`src/spi_cfg.svh`:
```
// Register offsets, field positions, reset values and bit count of the serial port
`ifndef SPI_CFG_SVH
`define SPI_CFG_SVH
`define ADDR_SHIFT_DATA 8'h19
`define ADDR_CTRL 8'h1A
`define ADDR_CTRL_STATUS 8'h1B
`define CR_IRQ_EN 7
`define CR_PORT_EN 6
`define CR_HALF_DIV_OFF 5
`define CR_MASTER 4
`define CR_IDLE_LEVEL 3
`define CR_PHASE 2
`define CSR_DONE 7
`define CSR_WRITE_COLLISION_FLAG 6
`define CSR_OVR 5
`define CSR_MODE_FAULT_FLAG 4
`define CSR_OUT_DIS 2
`define CSR_SW_SEL 1
`define CSR_SEL_LEVEL 0
`define CTRL_RESET 8'h00
`define STATUS_RESET 8'h00
`define BITS_PER_BYTE 4'h8
`endif

```
`src/spi_pkg.sv`:
```
// Types shared by the serial port
`default_nettype none
package spi_pkg;
	typedef enum logic {XFER_IDLE, XFER_RUN} xfer_state_t;
endpackage
`default_nettype wire

```
`src/spi_status_data.sv`:
```
// Serial port status, select handling, shift engine and data buffer
//
// The address-and-strobe port was left to the implementer.
`include "spi_cfg.svh"
`default_nettype none
module spi_status_data
	import spi_pkg::*;
(
	input wire logic sys_clk,
	input wire logic sys_rst,
	input wire logic [7:0] busAddr,
	input wire logic [7:0] busWrData,
	input wire logic busWr,
	input wire logic busRd,
	output logic [7:0] busRdData,
	output logic irq,
	input wire logic sckIn,
	output logic sckOut,
	output logic sckOe,
	input wire logic mosiIn,
	output logic mosiOut,
	output logic mosiOe,
	input wire logic misoIn,
	output logic misoOut,
	output logic misoOe,
	input wire logic selectN
);
	// ----------------------------------------
	// Pin synchronisers
	// ----------------------------------------
	// Two flops per pin: sck, mosi, miso, select
	logic [3:0] s1_reg, s2_reg;
	// Reset to idle pin levels (select high, clock low) so no false clock edge follows reset
	always_ff @(posedge sys_clk or posedge sys_rst)
	begin
		if (sys_rst)
		begin
			s1_reg <= 4'h8;
			s2_reg <= 4'h8;
		end
		else
		begin
			s1_reg <= {selectN, misoIn, mosiIn, sckIn};
			s2_reg <= s1_reg;
		end
	end
	logic sckS, mosiS, misoS, selPinS;
	assign sckS = s2_reg[0];
	assign mosiS = s2_reg[1];
	assign misoS = s2_reg[2];
	assign selPinS = s2_reg[3];

	// ----------------------------------------
	// Registers and state
	// ----------------------------------------
	logic [7:0] ctrl_reg, ctrl_next;
	logic done_reg, done_next, write_collision_flag_reg, write_collision_flag_next, ovr_reg, ovr_next, mode_fault_flag_reg, mode_fault_flag_next;
	logic [2:0] csrLow_reg, csrLow_next;
	logic doneArm_reg, doneArm_next, modfArm_reg, modfArm_next, wrUnlock_reg, wrUnlock_next;
	logic [7:0] shift_reg, shift_next, rxBuf_reg, rxBuf_next, rdData_reg, rdData_next;
	xfer_state_t state_reg, state_next;
	logic [3:0] bitCnt_reg, bitCnt_next;
	logic [5:0] div_reg, div_next;
	logic sck_reg, sck_next, sample_reg, sample_next, sckPrev_reg, sckPrev_next;
	logic edgeHalf_reg, edgeHalf_next;

	logic wrData, rdDataAcc, wrCtrl, csrAcc, csrRd;
	assign wrData = busWr && busAddr == `ADDR_SHIFT_DATA;
	assign rdDataAcc = busRd && busAddr == `ADDR_SHIFT_DATA;
	assign wrCtrl = busWr && busAddr == `ADDR_CTRL;
	assign csrRd = busRd && busAddr == `ADDR_CTRL_STATUS;
	assign csrAcc = csrRd || (busWr && busAddr == `ADDR_CTRL_STATUS);

	logic master, portEn, selLow, capture_phase, clock_idle_level;
	assign master = ctrl_reg[`CR_MASTER];
	assign portEn = ctrl_reg[`CR_PORT_EN];
	assign clock_idle_level = ctrl_reg[`CR_IDLE_LEVEL];
	assign capture_phase = ctrl_reg[`CR_PHASE];
	// Internal level replaces the pin under software select
	assign selLow = csrLow_reg[`CSR_SW_SEL] ? ~csrLow_reg[`CSR_SEL_LEVEL] : ~selPinS;

	// Half period in CPU clocks, minus one; at /2 and /4 the receive synchroniser lags the capture edge
	function automatic logic [5:0] halfDiv(input logic [2:0] r);
		case (r)
			3'h4: halfDiv = 6'h00;
			3'h0: halfDiv = 6'h01;
			3'h1: halfDiv = 6'h03;
			3'h6: halfDiv = 6'h07;
			3'h2: halfDiv = 6'h0F;
			3'h3: halfDiv = 6'h1F;
			default: halfDiv = 6'h01;
		endcase
	endfunction

	// ----------------------------------------
	// Next-state logic
	// ----------------------------------------
	logic startXfer, finish, edgeLead, edgeTrail, sckRiseSlave, sckFallSlave, slaveStart;
	always_comb
	begin
		ctrl_next = ctrl_reg;
		done_next = done_reg;
		write_collision_flag_next = write_collision_flag_reg;
		ovr_next = ovr_reg;
		mode_fault_flag_next = mode_fault_flag_reg;
		csrLow_next = csrLow_reg;
		doneArm_next = doneArm_reg;
		modfArm_next = modfArm_reg;
		wrUnlock_next = wrUnlock_reg;
		shift_next = shift_reg;
		rxBuf_next = rxBuf_reg;
		state_next = state_reg;
		bitCnt_next = bitCnt_reg;
		div_next = div_reg;
		sck_next = sck_reg;
		sample_next = sample_reg;
		sckPrev_next = sckS;
		edgeHalf_next = edgeHalf_reg;
		finish = 1'b0;
		edgeLead = 1'b0;
		edgeTrail = 1'b0;
		sckRiseSlave = sckS && !sckPrev_reg;
		sckFallSlave = !sckS && sckPrev_reg;
		// Slave engine must act on its first edge, which already carries data
		slaveStart = !master && state_reg == XFER_IDLE && selLow && portEn && (sckRiseSlave || sckFallSlave);
		// Writes are locked while done is set, until status read
		startXfer = wrData && (!done_reg || wrUnlock_reg);
		rdData_next = 8'h00;
		if (rdDataAcc)
			rdData_next = rxBuf_reg;
		else if (busRd && busAddr == `ADDR_CTRL)
			rdData_next = ctrl_reg;
		else if (csrRd)
			rdData_next = {done_reg, write_collision_flag_reg, ovr_reg, mode_fault_flag_reg, 1'b0, csrLow_reg};

		// Register writes
		if (wrCtrl)
			ctrl_next = busWrData;
		if (busWr && busAddr == `ADDR_CTRL_STATUS)
			csrLow_next = busWrData[2:0];

		// Shift engine; clock edges come from divider or pin
		if (state_reg == XFER_IDLE)
			sck_next = clock_idle_level;
		if (master)
		begin
			if (state_reg == XFER_RUN)
			begin
				if (div_reg == 6'h00)
				begin
					div_next = halfDiv({ctrl_reg[`CR_HALF_DIV_OFF], ctrl_reg[1:0]});
					sck_next = ~sck_reg;
					edgeLead = !edgeHalf_reg;
					edgeTrail = edgeHalf_reg;
					edgeHalf_next = ~edgeHalf_reg;
				end
				else
					div_next = div_reg - 6'h01;
			end
		end
		else if (selLow && portEn)
		begin
			edgeLead = clock_idle_level ? sckFallSlave : sckRiseSlave;
			edgeTrail = clock_idle_level ? sckRiseSlave : sckFallSlave;
		end
		// Capture on leading edge when phase 0, trailing when phase 1
		// One shift per period: phase 0 on trailing edges, phase 1 on all leading edges but the first
		if (state_reg == XFER_RUN || slaveStart)
		begin
			if (capture_phase ? edgeTrail : edgeLead)
				sample_next = master ? misoS : mosiS;
			if (capture_phase ? edgeLead : edgeTrail)
			begin
				if (!capture_phase || (bitCnt_reg != `BITS_PER_BYTE && !slaveStart))
					shift_next = {shift_reg[6:0], sample_reg};
			end
			if (edgeTrail)
			begin
				bitCnt_next = bitCnt_reg - 4'h1;
				if (bitCnt_reg == 4'h1)
					finish = 1'b1;
			end
		end
		if (finish)
		begin
			state_next = XFER_IDLE;
			rxBuf_next = capture_phase ? {shift_reg[6:0], master ? misoS : mosiS} : {shift_reg[6:0], sample_reg};
		end
		// A cut frame ends the byte, so a later deselected write does not collide forever
		if (state_reg == XFER_RUN && (!portEn || (!master && !selLow)))
			state_next = XFER_IDLE;
		// Slave becomes busy on first clock edge once selected
		if (slaveStart)
		begin
			state_next = XFER_RUN;
			bitCnt_next = `BITS_PER_BYTE;
		end
		if (startXfer)
		begin
			if (state_reg == XFER_RUN)
				write_collision_flag_next = 1'b1;
			else
			begin
				shift_next = busWrData;
				if (master && portEn)
				begin
					state_next = XFER_RUN;
					bitCnt_next = `BITS_PER_BYTE;
					div_next = halfDiv({ctrl_reg[`CR_HALF_DIV_OFF], ctrl_reg[1:0]});
					edgeHalf_next = 1'b0;
				end
			end
		end
		else if (wrData && state_reg == XFER_RUN)
			write_collision_flag_next = 1'b1;

		// Flag clearing sequences
		if (csrRd)
		begin
			ovr_next = 1'b0;
			wrUnlock_next = 1'b1;
			write_collision_flag_next = 1'b0;
		end
		if (csrAcc && done_reg)
			doneArm_next = 1'b1;
		if (csrAcc && mode_fault_flag_reg)
			modfArm_next = 1'b1;
		if ((wrData || rdDataAcc) && doneArm_reg)
		begin
			done_next = 1'b0;
			doneArm_next = 1'b0;
			wrUnlock_next = 1'b0;
		end
		if (wrCtrl && modfArm_reg)
		begin
			mode_fault_flag_next = 1'b0;
			modfArm_next = 1'b0;
		end
		// Done, overrun and mode fault events win over their clears
		if (finish)
		begin
			if (done_reg && !(doneArm_reg && (wrData || rdDataAcc)))
				ovr_next = 1'b1;
			done_next = 1'b1;
			if (!done_reg)
				wrUnlock_next = 1'b0;
		end
		if (master && portEn && selLow)
		begin
			mode_fault_flag_next = 1'b1;
			ctrl_next[`CR_PORT_EN] = 1'b0;
			ctrl_next[`CR_MASTER] = 1'b0;
			state_next = XFER_IDLE;
		end
	end

	// ----------------------------------------
	// State registers
	// ----------------------------------------
	always_ff @(posedge sys_clk or posedge sys_rst)
	begin
		if (sys_rst)
		begin
			ctrl_reg <= `CTRL_RESET;
			{done_reg, write_collision_flag_reg, ovr_reg, mode_fault_flag_reg} <= 4'h0;
			csrLow_reg <= 3'h0;
			doneArm_reg <= 1'b0;
			modfArm_reg <= 1'b0;
			wrUnlock_reg <= 1'b0;
			shift_reg <= 8'h00;
			rxBuf_reg <= 8'h00;
			rdData_reg <= 8'h00;
			state_reg <= XFER_IDLE;
			bitCnt_reg <= 4'h0;
			div_reg <= 6'h00;
			sck_reg <= 1'b0;
			sample_reg <= 1'b0;
			sckPrev_reg <= 1'b0;
			edgeHalf_reg <= 1'b0;
		end
		else
		begin
			ctrl_reg <= ctrl_next;
			done_reg <= done_next;
			write_collision_flag_reg <= write_collision_flag_next;
			ovr_reg <= ovr_next;
			mode_fault_flag_reg <= mode_fault_flag_next;
			csrLow_reg <= csrLow_next;
			doneArm_reg <= doneArm_next;
			modfArm_reg <= modfArm_next;
			wrUnlock_reg <= wrUnlock_next;
			shift_reg <= shift_next;
			rxBuf_reg <= rxBuf_next;
			rdData_reg <= rdData_next;
			state_reg <= state_next;
			bitCnt_reg <= bitCnt_next;
			div_reg <= div_next;
			sck_reg <= sck_next;
			sample_reg <= sample_next;
			sckPrev_reg <= sckPrev_next;
			edgeHalf_reg <= edgeHalf_next;
		end
	end

	// ----------------------------------------
	// Outputs
	// ----------------------------------------
	logic outEn;
	assign outEn = portEn && !csrLow_reg[`CSR_OUT_DIS];
	assign busRdData = rdData_reg;
	assign irq = ctrl_reg[`CR_IRQ_EN] && (done_reg || mode_fault_flag_reg || ovr_reg);
	assign sckOut = sck_reg;
	assign sckOe = portEn && master;
	assign mosiOut = shift_reg[7];
	assign mosiOe = outEn && master;
	assign misoOut = shift_reg[7];
	// Slave drives only while selected, avoiding bus conflicts
	assign misoOe = outEn && !master && selLow;

	// ----------------------------------------
	// Checks
	// ----------------------------------------
	done_irq_a: assert property (@(posedge sys_clk) disable iff (sys_rst)
		(done_reg && ctrl_reg[`CR_IRQ_EN]) |-> irq) else $error("done without irq");
	done_clear_a: assert property (@(posedge sys_clk) disable iff (sys_rst)
		(done_reg && !doneArm_reg && !finish) |=> done_reg) else $error("done cleared early");
	write_collision_flag_set_a: assert property (@(posedge sys_clk) disable iff (sys_rst)
		(wrData && state_reg == XFER_RUN) |=> write_collision_flag_reg) else $error("write_collision_flag missed");
	ovr_clear_a: assert property (@(posedge sys_clk) disable iff (sys_rst)
		(csrRd && !finish) |=> !ovr_reg) else $error("ovr not cleared");
	mode_fault_flag_fault_a: assert property (@(posedge sys_clk) disable iff (sys_rst)
		(master && portEn && selLow) |=> (mode_fault_flag_reg && !ctrl_reg[`CR_MASTER] && !ctrl_reg[`CR_PORT_EN]))
		else $error("mode fault handling");
	out_dis_a: assert property (@(posedge sys_clk) disable iff (sys_rst)
		csrLow_reg[`CSR_OUT_DIS] |-> (!mosiOe && !misoOe)) else $error("output not released");
	rx_copy_a: assert property (@(posedge sys_clk) disable iff (sys_rst)
		rdDataAcc |=> busRdData == $past(rxBuf_reg)) else $error("read not from buffer");
	start_a: assert property (@(posedge sys_clk) disable iff (sys_rst)
		(startXfer && state_reg == XFER_IDLE && master && portEn && !selLow) |=> state_reg == XFER_RUN)
		else $error("no start");
endmodule
`default_nettype wire

```
`config.mk`:
```
export PLATFORM = sky130hd
export DESIGN_NAME = spi_status_data
export DESIGN_NICKNAME = d
export VERILOG_FILES = /design/src/spi_pkg.sv /design/src/spi_status_data.sv
export VERILOG_INCLUDE_DIRS = /design/src
export SDC_FILE = /design/constraint.sdc
export NUM_CORES = 1
export LEC_CHECK = 0
export ABC_AREA = 1
export BUFFER_PORTS_ARGS = -buffer_cell sky130_fd_sc_hd__buf_2
export CORE_MARGIN = 2
export CORE_UTILIZATION = 45
export CTS_CLUSTER_DIAMETER = 80
export DETAILED_ROUTE_END_ITERATION = 10
export SYNTH_ARGS = -nofsm -noshare
export SYNTH_HDL_FRONTEND = slang
export SYNTH_SLANG_ARGS = --single-unit
export TNS_END_PERCENT = 50
```
`constraint.sdc`:
```
create_clock -name sys_clk -period 5.4 [get_ports sys_clk]
set_clock_uncertainty 0.1 [all_clocks]
set_input_delay 0.27 -clock sys_clk [delete_from_list [all_inputs] [get_ports sys_clk]]
set_output_delay 0.27 -clock sys_clk [all_outputs]
set_load 0.01 [all_outputs]
```
Word level (Yosys, flattened, before mapping)
Index checks and enable logic that the tools add are counted.

operators by class
  multiply operators = 0
  magnitude comparators = 0
  div/mod/pow operators = 0
  shifts and indexed selects = 0
  equal/unequal tests = 11
  bitwise gates (word level) = 5
  multiplexer cells = 78
  add/sub/neg operators = 2
  reductions and logical operators = 59

operator list
  kind                 count
  $mux 8               8
  $mux 1               56
  $mux 6               6
  $logic_and 1x1->1    30
  $pmux 5 s5           1
  $eq 8x5->1 const B   3
  $mux 4               6
  $logic_not 1->1      11
  $reduce_bool 2->1    5
  $logic_or 1x1->1     9
  $mux 7               1
  $eq 3x2->1 const B   2
  $eq 3x3->1 const B   2
  $logic_not 6->1      1
  $sub 6x1->6 const B  1
  $not 1->1            5
  $eq 4x1->1 const B   1
  $ne 4x4->1 const B   1
  $reduce_and 2->1     2
  $sub 4x1->4 const B  1
  $eq 3x1->1 const B   1
  $ne 3x3->1 const B   1
  $reduce_bool 3->1    1

word-level totals
  bits in read-only memories = 0
  register bits = 65
  bits in latches = 0
  output and inout bits = 15
  input port bits = 24
  logic and storage cells = 177
  memories = 0
  RAM bits = 0

Longest topological paths before layout
  depth in word-level cells = 14
  mapped depth = 15
  mapped depth without buffers = 15

Worst setup path before layout
Ideal clock, no wire load.

  kind = register to register
  from = reg div_reg[0]
  to = reg wrUnlock_reg
  period minus slack after synthesis = 1.753 ns
  library setup time = 0.117 ns
  arrival time = 1.536 ns
  buffers on the path = 1
  cell stages (with the launch flop) = 14
  slack = 3.647 ns
  required time = 5.183 ns
  path through = dfrtp_1 > inv_1 > ha_1 > inv_1 > nor2_1 > nand2_1 > inv_1 > ha_1 > nand2_4 > nand2_4 > nand3_2 > buf_6 > o21ai_1 > inv_1

on the way
  word-level cells in the longest chain between the ends = 7

RTL lines
  what                    RTL line                text
  from (decl)             spi_status_data.sv:63   logic [5:0] div_reg, div_next;
  from (signal assigned)  spi_status_data.sv:297  div_reg <= div_next;
  $logic_not 6->1         spi_status_data.sv:149  if (div_reg == 6'h00)
  $mux 1                  spi_status_data.sv:149
  $mux 1                  spi_status_data.sv:147  if (state_reg == XFER_RUN)
  $mux 1                  spi_status_data.sv:145  if (master)
  $mux 1                  spi_status_data.sv:177  if (edgeTrail)
  $mux 1                  spi_status_data.sv:168  if (state_reg == XFER_RUN || slaveStart)
  $mux 1                  spi_status_data.sv:240  if (finish)
  via wrUnlock_next       spi_status_data.sv:59   logic doneArm_reg, doneArm_next, modfArm_reg, modfArm_next, wrUnlock_reg, wrUnlock_next;
  to (signal assigned)    spi_status_data.sv:291  wrUnlock_reg <= wrUnlock_next;
  to (decl)               spi_status_data.sv:59

The timed path passes the listed nets, and every way through them passes these cells.
A chain may end at the register's enable or synchronous reset.

Worst setup path in the final report
Same ends and word-level chain as after synthesis.

==> reports/results.ini <==
[status]
status=finished, final reports clean

[clock_tree]
htree_levels=3
root_buffer=clkbuf_8
clkTransAtPathRegs_ns=0.07
tritoncts=yes
clockBufferDepth=2
cts.sinks=65
post_cts_buffers=0
cts_buffers=9
clk_latency_ns=0.34

[grt]
grt_usage_pct=19.4
antenna_found_initial=0
grt_max_degree=66
grt_pass1_vias=2440
grt-ovfl-total=0
grt_pass1_wl_mm=11.6

[critical_path]
crit_path_end_kind=register
slowest_delay_ns=0.36
criticalPathCategory=register to register
worst_path_max_delay_cell=dfrtp_1
worst_ep_arrival_time_ns=2.30
critPathTopFamily=simple AND/OR/NAND/NOR gates
startpoint_type=register
crit_buf_inv=4
timing.critical_path.mode_cell=inv_1
path_max_fanout=20
cp.required_ns=5.54
crit_chain=inv_1 > ha_1 > inv_1 > nor2_1 > nand2_1 > inv_1 > ha_1 > nand2_4 > nand2_4 > nand3_2 > o21ai_1 > inv_1

[logic_synthesis]
ys_seq_area_share_pct=49.4
yosys_most_used_dff=dfrtp_1
synth_warnings=0
synth_edf_count=0
synth.avg_cell_area_um2=8.36
synth_seq_cells=65
syn_nets=426
syn_inst=394
synth.cell_area_mm2=0.00329
ys_types=37
ys_async_sr_fraction_pct=100

[power]
powerDensity_mw_per_mm2=270
ir_worst_vdd_mv=0.153
leakagePower_nw=2.11

[cells_and_area]
area_growth_pct=15.0
fin_nets=475
final_common_cell=nand2_1
drive_above_1_share_pct=19.7
stdcell_count=546
final_cell_mix=96 x nand2_1, 66 x inv_1, 63 x dfrtp_1
n_antenna_cell=0

[floorplan]
row_count=31
io-pin-count=39
die_y_um=89.6
start_util_pct=45.9
die_area_mm2=0.00802
die_w_um=89.6
design.core.area_mm2=0.00718

[drt]
post_drt_wl_per_cell_um=13.1
drtAntennaViolNets=0
drt-initial-drc-count=97
dr.pass1.iters=4
wirelength_mm=7.16
num_vias=2638
drc=0
vias_per_cell=4.83

[placed_design]
place.detailed.hpwl_mm=5.20
post-place-cells=527
gp_congestion=0.811
port_buffers=38

[timing]
finalCriticalPeriod_ns=2.16
worst_pin_slew_ns=0.874
hold_violations=0
timing.final.crit_share_pct=40.1
drv_slew=0
setup_tns_ns=0
final-setup-viol-count=0
clock.fmax_ghz=0.462
slew-limit-headroom_pct=41.5
rsz0062_at_grt=false

[job]
max_cap_violations=0

[hold_path]
hold_class=primary input to async pin

[metal layers]
layer	GRT usage [%]	wire, um	vias up	share of wire (%)
met5	0	0	-	0
met4	6.65	89	0	1.2
met3	5.08	323	7	4.5
met2	29.2	3150	61	44
met1	27.2	3600	1236	50
li1	-	-	1334	-
[per-stage QoR]
stage | hold slack, ns | power, mW | setup WS, ns | utilization [%] | instance area (um^2)
global placement | 0.232 | 0.640 | 3.24 | 49.8 | 3570
finish | 0.0504 | 1.02 | 3.24 | 52.8 | 3790
detailed placement | 0.236 | 0.641 | 3.24 | 49.8 | 3570
CTS | 0.0484 | 1.03 | 3.27 | 52.8 | 3790
global route | 0.0587 | 1.07 | 3.02 | 52.8 | 3790
floorplan | 0.174 | 0.606 | 3.41 | - | 3290
[cell type report]
type,instances,area (um^2)
Fill cell,679,3390
Sequential cell,65,1630
Multi-Input combinational cell,253,1350
Inverter,71,270
Timing Repair Buffer,43,238
Clock buffer,11,131
Tap cell,99,124
Clock inverter,4,45.0
[worst paths after layout]
| check | start | end | slack, ns | depth (start not counted) |
|---|---|---|---|---|
| setup / recovery | div_reg[0] | wrUnlock_reg | 3.24 | 12 |
| hold / removal | sys_rst | busRdData[4] | 0.05 | 3 |
| setup reg to reg | div_reg[0] | wrUnlock_reg | 3.24 | 12 |
| hold reg to reg | s1_reg[2] | s2_reg[2] | 0.25 | 0 |
| max in group asynchronous | sys_rst | sample_reg | 4.59 | 3 |
| min in group sys_clk | busWrData[3] | shift_reg[3] | 0.06 | 3 |
[cells in the mapped netlist (2+ instances only)]
master / count / area, um^2
inv_2: 2 / 7.51
o211ai_1: 3 / 22.5
inv_1: 67 / 251
o22ai_1: 2 / 12.5
dfstp_2: 2 / 52.6
nor2_1: 26 / 97.6
o21ai_0: 29 / 145
xor2_1: 5 / 43.8
nor3_1: 3 / 15.0
o21ai_1: 4 / 20.0
a21oi_1: 11 / 55.1
nor3_2: 2 / 20.0
nand2_1: 96 / 360
dfrtp_1: 63 / 1580
nand2_2: 7 / 43.8
nand3_1: 30 / 150
buf_4: 3 / 22.5
nor2_2: 2 / 12.5
nand2_4: 8 / 90.1
ha_1: 8 / 100
buf_6: 2 / 22.5
mux2_2: 3 / 33.8
nor2_4: 2 / 22.5
[power by group]
part	switching (mW)	internal (mW)
Combinational	0.0683	0.0379
Sequential	0.0161	0.512
Clock	0.180	0.208
[logic make-up after synthesis]
kind of cell | Yosys count | synth area share [%]
AOI/OAI and AO/OA | 56 | 9.61
xor gates and xnor gates | 6 | 1.60
adders and majority gates | 8 | 3.04
buffers and inverters | 76 | 9.57
DFF | 65 | 49.4
muxes | 3 | 1.03
and+or+nand+nor | 180 | 25.7
[worst min-delay path, delay by kind of cell]
kind / cells / cell delay (ns)
buffers and inverters: 3 / 0.76
[timing repair]
action                    4_1_cts  5_1_grt
hold endpoints to repair        4        0
hold buffers                    4        0
resized for setup               0        0
Power figures use the tool's default switching activity.
